File: src/core/dps_pkg.sv
// Package for the drive power and start sequencer.
// Assumes a 100 MHz core clock and a 32-bit APB register port.
package dps_pkg;
  // Core clock rate and power-on clear time
  localparam int unsigned CLK_HZ        = 100_000_000;
  localparam int unsigned POC_MIN_MS    = 60;
  // One cycle beyond the minimum, since the hold must exceed it
  localparam logic [23:0] POC_CYCLES    =
    24'(POC_MIN_MS * (CLK_HZ / 1000) + 1);
  // Timing counter stages
  localparam logic [3:0]  TC_BRUSH      = 4'hA;  // Brush motor start
  localparam logic [3:0]  TC_LAST       = 4'hB;  // Final, held stage
  // Register byte offsets
  localparam logic [7:0]  OFS_CTRL      = 8'h00;
  localparam logic [7:0]  OFS_STATE     = 8'h04;
  localparam logic [7:0]  OFS_IRQ_STAT  = 8'h08;
  localparam logic [7:0]  OFS_IRQ_MASK  = 8'h0C;
  // Control register fields
  localparam int          CTRL_ATTN_ACK = 0;     // Write one: drop attention
  localparam int          CTRL_HEAD_LO  = 2;     // Head select, two bits
  // Debounced input vector positions
  localparam int          IN_SEAT       = 0;
  localparam int          IN_CLAMP_A    = 1;
  localparam int          IN_CLAMP_B    = 2;
  localparam int          IN_BUTTON     = 3;
  localparam int          IN_BRUSH_RET  = 4;
  // Interrupt status bits
  localparam int          EV_START      = 0;
  localparam int          EV_BRUSH      = 1;
  localparam int          EV_FIRST_SEEK = 2;
  localparam int          EV_ON_CYL     = 3;
  localparam int          EV_UNSAFE     = 4;
  localparam int          EV_W          = 5;
  // Reset values
  localparam logic [4:0]  DEB_RST       = 5'h10; // Brushes start retracted
  localparam logic [31:0] RD_ZERO       = 32'h0000_0000;
endpackage : dps_pkg

File: src/core/dps_sequencer.sv
// Drive power-on clear and start-up sequencer with an APB register port.
// Assumes all pins are synchronous to CORE_CLK, the 50 Hz mains clock is a
// level input, and RST is active while the power supply is not yet up.
//
// Overview of operation
// - Hold power-on clear beyond 60 ms.
// - Power-on clear resets unsafe, pack motor, start.
// - Power-on clear sets exchange preparation.
// - Master clear active until start is set.
// - Master clear resets direction, cartridge, normal seek.
// - Master clear sets slow motion, edge select; clears count.
// - Slow motion resets end-of-position, drives slow seek.
// - Slow motion selects the upper head.
// - Ready only with seat and both clamps closed.
// - Button press with ready sets start.
// - Started: 50 Hz starts pack motor, frees counter.
// - Timing counter steps once per 50 Hz pulse.
// - Stage ten starts the brush motor.
// - Late stage decode ends exchange preparation.
// - Preparation done and brushes retracted stop brushes.
// - Preparation end enables first seek forward.
// - On-cylinder delay done: flags, counter clear, no slow.
//
// The register offsets and the APB register port were left to the implementer.
`timescale 1ns/1ps
module dps_sequencer #(
  parameter logic [23:0] POC_CYCLES = dps_pkg::POC_CYCLES
) (
  // Clock and reset
  input  wire logic        CORE_CLK,
  input  wire logic        RST,
  // Panel and mechanics
  input  wire logic        MAINS_50HZ,
  input  wire logic        SEAT_CLOSED,
  input  wire logic        CLAMP_A_CLOSED,
  input  wire logic        CLAMP_B_CLOSED,
  input  wire logic        START_BUTTON_PRESSED,
  input  wire logic        BRUSHES_RETRACTED,
  input  wire logic        UNSAFE_DETECT,
  // Positioner status
  input  wire logic        SEEK_START,
  input  wire logic        SEEK_DONE,
  input  wire logic        ODD_TRACK,
  input  wire logic        NORMAL_SEEK_COND,
  input  wire logic        ON_CYL_DELAY_DONE,
  // APB slave
  input  wire logic        PSEL,
  input  wire logic        PENABLE,
  input  wire logic        PWRITE,
  input  wire logic [7:0]  PADDR,
  input  wire logic [31:0] PWDATA,
  output logic      [31:0] PRDATA,
  output logic             PREADY,
  output logic             PSLVERR,
  // Sequencer outputs
  output logic             POWER_ON_CLEAR,
  output logic             MASTER_CLEAR,
  output logic             READY_TO_OPERATE,
  output logic             UNSAFE_REPORT,
  output logic             PACK_MOTOR_ON,
  output logic             BRUSH_MOTOR_ON,
  output logic             FIRST_SEEK_FORWARD,
  output logic             POSITIONER_RETRACT,
  output logic             FORWARD_DIRECTION,
  output logic             SLOW_SEEK,
  output logic             POSITIVE_EDGE_SELECT,
  output logic             CONVERTER_MAX_FORCE,
  output logic             COUNT_ENABLE,
  output logic             NORMAL_SEEK,
  output logic      [1:0]  HEAD_SELECT,
  output logic             ON_CYLINDER,
  output logic             ATTENTION,
  output logic             IRQ
);

  // Whole module state
  typedef struct packed {
    logic        power_on_clear;        // Power-on clear
    logic [23:0] poc_cnt;    // Cycles of power-on clear so far
    logic        tick_prev;  // Mains level last cycle
    logic [4:0]  samp;       // Last 50 Hz sample of panel inputs
    logic [4:0]  deb;        // Debounced panel inputs
    logic        btn_prev;   // Debounced button last cycle
    logic        ready_to_operate;        // Ready to operate
    logic        start;      // Start flip-flop
    logic        unsafe;     // Unsafe report
    logic        pack_motor_energise_ff;        // Pack motor energise
    logic        pack_motor_deenergise_ff;        // Pack motor de-energise
    logic        cartridge_exchange_prep_ff;       // Cartridge exchange preparation
    logic        mc;         // Master clear
    logic        dff;        // Forward direction
    logic        cartridge_present_ff;        // Cartridge present
    logic        ns;         // Normal seek
    logic        sm;         // Slow motion
    logic        positive_edge_select;        // Positive edge select
    logic        ec;         // Count enable
    logic        converter_max_force;        // Converter max force
    logic        ep;         // End of positioning
    logic        slow;       // Slow seek
    logic [1:0]  head;       // Head select
    logic        tcz;        // Timing counter clear
    logic [3:0]  tc;         // Timing counter
    logic        brush_motor_enable_ff;        // Brush motor enable
    logic        brush_out;  // Brushes have left the retracted spot
    logic        first_seek_enable_ff;        // First seek enable
    logic        positioner_retract; // Low once the first seek is enabled
    logic        on_cyl;     // On cylinder
    logic        attn;       // Attention
    logic [1:0]  ctrl_head;  // Software head choice
    logic [4:0]  irq_stat;   // Sticky events
    logic [4:0]  irq_mask;   // Event enables
    logic        irq;        // Interrupt output
    logic        pready;     // APB ready
    logic        pslverr;    // APB error
    logic [31:0] prdata;     // APB read data
  } dps_state_t;

  dps_state_t s_reg;  // Registered state
  dps_state_t s_next; // Next state

  logic tick;     // Rising edge of the mains clock
  logic btn_rise; // Debounced button press
  logic wr_en;    // APB write taking effect

  // Known register offset
  function automatic logic dps_addr_ok(input logic [7:0] a);
    dps_addr_ok = (a == dps_pkg::OFS_CTRL) || (a == dps_pkg::OFS_STATE) ||
                  (a == dps_pkg::OFS_IRQ_STAT) ||
                  (a == dps_pkg::OFS_IRQ_MASK);
  endfunction : dps_addr_ok

  // Read mux for one offset
  function automatic logic [31:0] dps_read(input logic [7:0] a,
                                           input dps_state_t st);
    dps_read = dps_pkg::RD_ZERO;
    unique case (a)
      dps_pkg::OFS_CTRL:     dps_read[3:2] = st.ctrl_head;
      dps_pkg::OFS_STATE:    dps_read = {10'h000, st.head, st.tc, 2'h0,
                               st.tcz, st.attn, st.on_cyl, st.sm, st.dff,
                               st.first_seek_enable_ff, st.cartridge_exchange_prep_ff, st.brush_motor_enable_ff, st.pack_motor_energise_ff, st.ready_to_operate,
                               st.unsafe, st.start, st.mc, st.power_on_clear};
      dps_pkg::OFS_IRQ_STAT: dps_read[4:0] = st.irq_stat;
      dps_pkg::OFS_IRQ_MASK: dps_read[4:0] = st.irq_mask;
      default:               dps_read = dps_pkg::RD_ZERO;
    endcase
  endfunction : dps_read

  // Next-state logic
  always_comb begin
    logic [4:0] raw;
    logic [4:0] ev;
    raw = '0;
    ev  = '0;
    s_next = s_reg;
    tick     = MAINS_50HZ & ~s_reg.tick_prev;
    btn_rise = s_reg.deb[dps_pkg::IN_BUTTON] & ~s_reg.btn_prev;
    wr_en    = PSEL & PENABLE & s_reg.pready & PWRITE &
               dps_addr_ok(PADDR);
    s_next.tick_prev = MAINS_50HZ;
    s_next.btn_prev  = s_reg.deb[dps_pkg::IN_BUTTON];

    // Power-on clear held for a fixed count after supply is up
    if (s_reg.power_on_clear) begin
      s_next.poc_cnt = s_reg.poc_cnt + 24'h000001;
      if (s_reg.poc_cnt >= POC_CYCLES - 24'h000001) begin
        s_next.power_on_clear = 1'b0;
      end
    end

    // Panel inputs move only on a 50 Hz edge, after two equal samples
    raw = {BRUSHES_RETRACTED, START_BUTTON_PRESSED, CLAMP_B_CLOSED,
           CLAMP_A_CLOSED, SEAT_CLOSED};
    if (tick) begin
      s_next.samp = raw;
      for (int i = 0; i < 5; i++) begin
        if (raw[i] == s_reg.samp[i]) begin
          s_next.deb[i] = raw[i];
        end
      end
    end
    s_next.ready_to_operate = s_next.deb[dps_pkg::IN_SEAT] &
                 s_next.deb[dps_pkg::IN_CLAMP_A] &
                 s_next.deb[dps_pkg::IN_CLAMP_B];

    // Start and unsafe flip-flops; both blocked without ready
    if (s_reg.power_on_clear) begin
      s_next.start  = 1'b0;
      s_next.unsafe = 1'b0;
      s_next.pack_motor_energise_ff    = 1'b0;
      s_next.cartridge_exchange_prep_ff   = 1'b1;
    end else begin
      if (btn_rise && s_reg.ready_to_operate && !s_reg.start) begin
        s_next.start = 1'b1;
        ev[dps_pkg::EV_START] = 1'b1;
      end else if (btn_rise && s_reg.start) begin
        // Second press stops the drive and raises master clear again
        s_next.start = 1'b0;
      end
      if (UNSAFE_DETECT && s_reg.ready_to_operate && !s_reg.unsafe) begin
        s_next.unsafe = 1'b1;
        ev[dps_pkg::EV_UNSAFE] = 1'b1;
      end
    end

    // Master clear while not started
    s_next.mc = s_next.power_on_clear | ~s_next.start;

    // Pack motor runs from the first 50 Hz pulse after start
    if (s_reg.mc) begin
      s_next.pack_motor_deenergise_ff = 1'b1;
      s_next.pack_motor_energise_ff = 1'b0;
    end else if (tick && s_reg.start) begin
      s_next.pack_motor_deenergise_ff = 1'b0;
      s_next.pack_motor_energise_ff = 1'b1;
    end

    // Timing counter clear
    if (s_reg.mc || ON_CYL_DELAY_DONE) begin
      s_next.tcz = 1'b1;
    end else if (tick && s_reg.start && !s_reg.on_cyl) begin
      s_next.tcz = 1'b0;
    end

    // Timing counter uses the clear as it stood before this edge
    if (s_reg.tcz) begin
      s_next.tc = 4'h0;
    end else if (tick && s_reg.tc != dps_pkg::TC_LAST) begin
      s_next.tc = s_reg.tc + 4'h1;
    end // Held at the last stage otherwise

    // Brush cleaning; the clear waits until the brushes have gone in
    if (s_reg.brush_motor_enable_ff && !s_reg.deb[dps_pkg::IN_BRUSH_RET]) begin
      s_next.brush_out = 1'b1;
    end
    if (s_reg.mc) begin
      s_next.brush_motor_enable_ff       = 1'b0;
      s_next.brush_out = 1'b0;
    end else if (s_reg.brush_motor_enable_ff && !s_reg.cartridge_exchange_prep_ff && s_reg.brush_out &&
                 s_reg.deb[dps_pkg::IN_BRUSH_RET]) begin
      s_next.brush_motor_enable_ff       = 1'b0;
      s_next.brush_out = 1'b0;
    end else if (s_reg.tc == dps_pkg::TC_BRUSH && !s_reg.brush_motor_enable_ff &&
                 !s_reg.brush_out) begin
      s_next.brush_motor_enable_ff = 1'b1;
      ev[dps_pkg::EV_BRUSH] = 1'b1;
    end
    if (!s_reg.power_on_clear && (s_reg.tc == dps_pkg::TC_BRUSH ||
                       s_reg.tc == dps_pkg::TC_LAST)) begin
      s_next.cartridge_exchange_prep_ff = 1'b0;
    end

    // First seek forward on the end of exchange preparation
    if (s_reg.mc) begin
      s_next.first_seek_enable_ff = 1'b0;
      s_next.dff = 1'b0;
    end else if (s_reg.cartridge_exchange_prep_ff && !s_next.cartridge_exchange_prep_ff) begin
      s_next.first_seek_enable_ff = 1'b1;
      s_next.dff = 1'b1;
      ev[dps_pkg::EV_FIRST_SEEK] = 1'b1;
    end
    // Registered so the retract pin comes straight from a flip-flop
    s_next.positioner_retract = ~s_next.first_seek_enable_ff;

    // Cartridge present and normal seek
    if (s_reg.mc) begin
      s_next.cartridge_present_ff = 1'b0;
    end else if (s_reg.ready_to_operate) begin
      s_next.cartridge_present_ff = 1'b1;
    end
    if (!s_reg.cartridge_present_ff) begin
      s_next.ns = 1'b0;
    end else if (NORMAL_SEEK_COND) begin
      s_next.ns = 1'b1;
    end

    // Slow motion, edge select and count enable
    if (s_reg.mc) begin
      s_next.sm  = 1'b1;
      s_next.positive_edge_select = 1'b1;
      s_next.ec  = 1'b0;
    end else begin
      s_next.positive_edge_select = ~ODD_TRACK;
      if (SEEK_START) begin
        s_next.ec = 1'b1;
      end else if (SEEK_DONE) begin
        s_next.ec = 1'b0;
      end
      if (ON_CYL_DELAY_DONE) begin
        s_next.sm = 1'b0;
      end
    end
    s_next.converter_max_force = s_reg.mc ? 1'b0 : (s_reg.ec & ~s_reg.slow);

    // End of positioning, slow seek and head select
    if (s_reg.sm) begin
      s_next.ep   = 1'b0;
      s_next.head = 2'h0;
    end else begin
      s_next.head = s_reg.ctrl_head;
      if (SEEK_START) begin
        s_next.ep = 1'b0;
      end else if (SEEK_DONE) begin
        s_next.ep = 1'b1;
      end
    end
    s_next.slow = s_reg.sm;

    // On cylinder and attention
    if (s_reg.mc || SEEK_START) begin
      s_next.on_cyl = 1'b0;
    end else if (ON_CYL_DELAY_DONE) begin
      s_next.on_cyl = 1'b1;
      ev[dps_pkg::EV_ON_CYL] = 1'b1;
    end
    if (!s_reg.mc && ON_CYL_DELAY_DONE) begin
      s_next.attn = 1'b1;
    end else if (s_reg.mc || (wr_en && PADDR == dps_pkg::OFS_CTRL &&
                              PWDATA[dps_pkg::CTRL_ATTN_ACK])) begin
      s_next.attn = 1'b0;
    end

    // Register writes; a new event wins over its own clear
    if (wr_en) begin
      unique case (PADDR)
        dps_pkg::OFS_CTRL:
          s_next.ctrl_head = PWDATA[dps_pkg::CTRL_HEAD_LO +: 2];
        dps_pkg::OFS_IRQ_STAT:
          s_next.irq_stat = s_reg.irq_stat & ~PWDATA[4:0];
        dps_pkg::OFS_IRQ_MASK: s_next.irq_mask = PWDATA[4:0];
        default: s_next.irq_mask = s_reg.irq_mask;
      endcase
    end
    s_next.irq_stat = s_next.irq_stat | ev;
    s_next.irq      = |(s_next.irq_stat & s_next.irq_mask);

    // APB: data prepared in setup, ready in the first access cycle
    s_next.pready  = PSEL & ~PENABLE;
    s_next.pslverr = PSEL & ~PENABLE & ~dps_addr_ok(PADDR);
    s_next.prdata  = (PSEL && !PENABLE && !PWRITE) ?
                     dps_read(PADDR, s_reg) : dps_pkg::RD_ZERO;
  end

  // State register with synchronous reset
  always_ff @(posedge CORE_CLK) begin
    if (RST) begin
      s_reg      <= '0;
      s_reg.power_on_clear  <= 1'b1;
      s_reg.mc   <= 1'b1;
      s_reg.cartridge_exchange_prep_ff <= 1'b1;
      s_reg.pack_motor_deenergise_ff  <= 1'b1;
      s_reg.sm   <= 1'b1;
      s_reg.positive_edge_select  <= 1'b1;
      s_reg.slow <= 1'b1;
      s_reg.tcz  <= 1'b1;
      s_reg.positioner_retract <= 1'b1;
      s_reg.deb  <= dps_pkg::DEB_RST;
      s_reg.samp <= dps_pkg::DEB_RST;
    end else begin
      s_reg <= s_next;
    end
  end

  // Outputs straight from the state register
  assign PRDATA               = s_reg.prdata;
  assign PREADY               = s_reg.pready;
  assign PSLVERR              = s_reg.pslverr;
  assign POWER_ON_CLEAR       = s_reg.power_on_clear;
  assign MASTER_CLEAR         = s_reg.mc;
  assign READY_TO_OPERATE     = s_reg.ready_to_operate;
  assign UNSAFE_REPORT        = s_reg.unsafe;
  assign PACK_MOTOR_ON        = s_reg.pack_motor_energise_ff;
  assign BRUSH_MOTOR_ON       = s_reg.brush_motor_enable_ff;
  assign FIRST_SEEK_FORWARD   = s_reg.first_seek_enable_ff;
  assign POSITIONER_RETRACT   = s_reg.positioner_retract;
  assign FORWARD_DIRECTION    = s_reg.dff;
  assign SLOW_SEEK            = s_reg.slow;
  assign POSITIVE_EDGE_SELECT = s_reg.positive_edge_select;
  assign CONVERTER_MAX_FORCE  = s_reg.converter_max_force;
  assign COUNT_ENABLE         = s_reg.ec;
  assign NORMAL_SEEK          = s_reg.ns;
  assign HEAD_SELECT          = s_reg.head;
  assign ON_CYLINDER          = s_reg.on_cyl;
  assign ATTENTION            = s_reg.attn;
  assign IRQ                  = s_reg.irq;
endmodule : dps_sequencer

File: config.mk
export PLATFORM = sky130hd
export DESIGN_NAME = dps_sequencer
export DESIGN_NICKNAME = d
export VERILOG_FILES = /design/src/core/dps_pkg.sv /design/src/core/dps_sequencer.sv
export SDC_FILE = /design/constraint.sdc
export NUM_CORES = 1
export LEC_CHECK = 0
export ABC_AREA = 1
export ABC_CLOCK_PERIOD_IN_PS = 2910
export CORE_AREA = 8 8 113 115
export CTS_BUF_LIST = sky130_fd_sc_hd__clkbuf_8
export CTS_CLUSTER_SIZE = 30
export DETAILED_ROUTE_END_ITERATION = 8
export DIE_AREA = 0 0 121 123
export DONT_BUFFER_PORTS = 1
export HOLD_SLACK_MARGIN = 0.12
export PLACE_DENSITY_LB_ADDON = 0.12
export SETUP_SLACK_MARGIN = 0.5
export SLEW_MARGIN = 20
export SYNTH_ARGS = -nofsm -noshare
export SYNTH_HDL_FRONTEND = slang
export SYNTH_SLANG_ARGS = --single-unit
File: constraint.sdc
create_clock -name CORE_CLK -period 2.91 [get_ports CORE_CLK]
set_input_delay 0.291 -clock CORE_CLK [delete_from_list [all_inputs] [get_ports CORE_CLK]]
set_output_delay 0.291 -clock CORE_CLK [all_outputs]
set_load 0.02 [all_outputs]
==> run_results.csv <==
group,metric,value,unit
synth,ys_dominant_reg_cell,"sky130_fd_sc_hd__dfxtp_1",
cells_and_area,stdcell_count,705,
worst_setup_path,worst_ep_required_time,3220,ps
drt,via_count,3273,
drt,avgRoutedWirePerCell,13.28,µm
placement,i_o_buffers,0,
worst_hold_path,hold-path-cell-count,2,
synth,synthTopCellsByArea,"sky130_fd_sc_hd__dfxtp_1 (46%), sky130_fd_sc_hd__nand2_1 (8.2%), sky130_fd_sc_hd__inv_1 (7.4%)",
sta,grt_setup_unrepaired,"false",
cells_and_area,layout.nets,618,
grt,grt.overflow.total,0,
worst_setup_path,reg2reg_from,"MASTER_CLEAR$_SDFF_PP1_",
synth,synth_top_cell_by_area,"sky130_fd_sc_hd__dfxtp_1",
clock_network,master_cell_of_the_clock_root_buffer,"sky130_fd_sc_hd__clkbuf_8",
worst_setup_path,cell_depth_of_the_worst_flop_to_flop_path,4,
clock_network,resized_cells_post_cts,0,
sta,skew,13.87,ps
drt,viasPerCell,4.643,
drt,ant_nets,0,
die,io-pin-count,110,
synth,synth.yosys.seq_area_share,46.36,%
worst_setup_path,cp-end-kind,"flop",
die,die_width,121,µm
synth,summed_instance_area_of_the_synthesized_netlist,0.004275,mm²
sta,clock.fmax,523.5,MHz
clock_network,clock_path_buffers,2,
power,clock_power_share,37.6,%
grt,grt_pass1_vias,3273,
grt,grt_max_degree,35,
drt,post-route-drc-count,0,
sta,finalMaxSlewViolations,0,
synth,syn_area_per_cell,7.662,µm²
outcome,result_of_the_run,"finished clean",
synth,synthCells,558,
power,cell_internal_pwr,1.826,mW
die,floorplan.initialDensity,38.60,%
worst_hold_path,hold_class,"primary input to flop",
worst_setup_path,worst_setup_path_startpoint,"MASTER_CLEAR$_SDFF_PP1_",
clock_network,numCtsBuffers,9,
power,power.switching,0.5486,mW
sta,min_period_over_period,65.64,%
worst_setup_path,worst-path-max-fanout,7,
synth,synth_top_cell_area_share,46.36,%
placement,hpwl,6.973,mm
cells_and_area,num_antenna_cells,0,
clock_network,cts_sinks,99,
clock_network,cts_hold_repair.buffers,19,
worst_setup_path,timing_worst_setup_path_type,"flop to flop",
clock_network,post-cts-setup-buffer-count,0,
cells_and_area,synthToLayoutAreaGrowth,7.872,%
sta,totalNegativeSetupSlack,0,ps
sta,finalHoldViolCount,0,
cells_and_area,final_area,0.004612,mm²
die,rows,39,
cells_and_area,finish.utilization,41.64,%
sta,final.min_clock_period,1910,ps
worst_setup_path,rrSetupSlack,1000,ps
clock_network,clkTransAtPathRegs,90,ps
drt,dr.pass1.iters,4,
power,power.total,2.374,mW
worst_setup_path,crit_path_end,"ON_CYLINDER$_SDFFE_PP0P_",
grt,number_of_antenna_violations_at_the_first_check_in_global_routing,0,
sta,slew_headroom,58.97,%
power,power.ir.vdd_worst,0.2777,mV
placement,placed_cell_area,0.004210,mm²
worst_setup_path,critical_path_arrival,2220,ps
synth,synth_commonest_cells,"sky130_fd_sc_hd__dfxtp_1 (99), sky130_fd_sc_hd__nand2_1 (93), sky130_fd_sc_hd__inv_1 (84)",
grt,grt_pass1_wl,15.63,mm
sta,final-setup-viol-count,0,
placement,place.detailed.instances,670,
clock_network,cts_tree,"yes",
die,core_region_area,0.01108,mm²
die,dieHeight,123,µm
cells_and_area,number_of_flip_flops_under_the_largest_register_name,56,
worst_setup_path,start_kind,"flop",
flow_run,maxCapViolations,0,
cells_and_area,fillCellCount,1148,
power,power_frac_seq,58.0,%
power,power.density_cell_area,514.8,mW/mm²
synth,post-synth-top-count-cell,"sky130_fd_sc_hd__dfxtp_1",
worst_setup_path,worstReg2RegEnd,"ON_CYLINDER$_SDFFE_PP0P_",
cells_and_area,layout_cells_sized_above_1,8.007,%
clock_network,clk_latency,370,ps
drt,detailedRoute.firstIterationViolations,115,
synth,yosysUniqueCellTypes,38,
power,power.switching_fraction,23.11,%
drt,finalWirelength,9.364,mm
synth,edff_count_synth,0,
clock_network,cts-htree-levels,3,
power,power.leakage,1.872,nW
synth,ys_seq_elements,99,
sta,tightest_slew,613.7,ps
placement,gp_congestion,0.7994,
die,dieArea,0.01488,mm²
grt,gr-usage-all-layers,13.20,%
synth,yosys_warnings,0,
power,power.combinational.fraction,4.4,%
synth,async_flop_share,0,%
==> final cells by class <==
class	count	area (µm²)	area share (%)
tap	143	178.9	3.880
timing repair buffer	20	207.7	4.504
clock inverter	6	63.81	1.384
inverter	85	319.1	6.918
clock buffer	10	137.6	2.984
multi-input combinational	342	1723	37.36
sequential	99	1982	42.97
==> cell families after synthesis <==
family	synth area share [%]
AND/OR/NAND/NOR	26.22
buffers and inverters	14.31
flip-flops	46.36
AO/OA/AOI/OAI	10.62
XOR/XNOR	1.229
adder cells (fa/ha/maj)	1.171
other	0.08771
==> per-layer routing <==
layer  wire length, µm  vias up  GRT usage (%)
met1              4134     1471          15.04
met3               688       14          3.973
met5                 0        -              0
met2              4371       74          22.49
li1                  -     1714              -
met4               169        0          5.933
==> worst max-delay path: stages, from the launching register on <==
cell and delay [ps]:
sky130_fd_sc_hd__dfxtp_1 410, sky130_fd_sc_hd__nor2_1 400, sky130_fd_sc_hd__inv_1 260, sky130_fd_sc_hd__a211oi_1 210
sky130_fd_sc_hd__dlygate4sd3_1 570
==> how the worst min path moves through the flow <==
stage                               from                              end  slack [ps]
floorplan                      ODD_TRACK  POSITIVE_EDGE_SELECT$_SDFF_PP1_         360
global placement               ODD_TRACK  POSITIVE_EDGE_SELECT$_SDFF_PP1_         360
detailed placement             ODD_TRACK  POSITIVE_EDGE_SELECT$_SDFF_PP1_         370
CTS                            PWDATA[3]             s_reg[43]$_SDFF_PP0_         120
global route        START_BUTTON_PRESSED          s_next[76]$_SDFFE_PP0P_         140
finish              START_BUTTON_PRESSED          s_next[76]$_SDFFE_PP0P_         140
==> per-stage QoR <==
step                hold slack [ps]  worst slack, ps
floorplan                     360.7             1420
global placement              363.5             1137
detailed placement            365.8             1130
CTS                           123.3             1004
global route                  139.2            842.2
finish                        141.3            999.9
==> cell usage in the layout (no fill, tap or decap), types with 2 or more instances in the layout <==
master and count:
sky130_fd_sc_hd__nor3_1 12, sky130_fd_sc_hd__nor2_1 76, sky130_fd_sc_hd__nand2_1 93, sky130_fd_sc_hd__conb_1 12
sky130_fd_sc_hd__dfxtp_1 99, sky130_fd_sc_hd__nand3_2 2, sky130_fd_sc_hd__o211ai_1 3, sky130_fd_sc_hd__o21ai_1 5
sky130_fd_sc_hd__xor2_1 5, sky130_fd_sc_hd__nor4_1 2, sky130_fd_sc_hd__dlygate4sd3_1 18, sky130_fd_sc_hd__a211oi_1 3
sky130_fd_sc_hd__inv_1 85, sky130_fd_sc_hd__nand3_1 26, sky130_fd_sc_hd__nand2_2 5, sky130_fd_sc_hd__nor2_4 8
sky130_fd_sc_hd__nand4_1 4, sky130_fd_sc_hd__o21ai_0 23, sky130_fd_sc_hd__o21a_1 4, sky130_fd_sc_hd__ha_1 4
sky130_fd_sc_hd__nor3_2 3, sky130_fd_sc_hd__a22o_1 2, sky130_fd_sc_hd__nor2_2 2, sky130_fd_sc_hd__clkbuf_8 10
sky130_fd_sc_hd__a21oi_1 36, sky130_fd_sc_hd__a211o_1 2
==> power by group through the flow <==
stage | registers, mW | logic (mW) | clock network (mW)
after floorplan | 1.41 | 0.0798 | 0
after global placement | 1.41 | 0.0700 | 0
after detailed placement | 1.41 | 0.0726 | 0
after CTS | 1.38 | 0.105 | 0.932
after global routing | 1.38 | 0.118 | 0.973
final | 1.38 | 0.104 | 0.893
No activity file was read; power rests on OpenSTA's default activity.
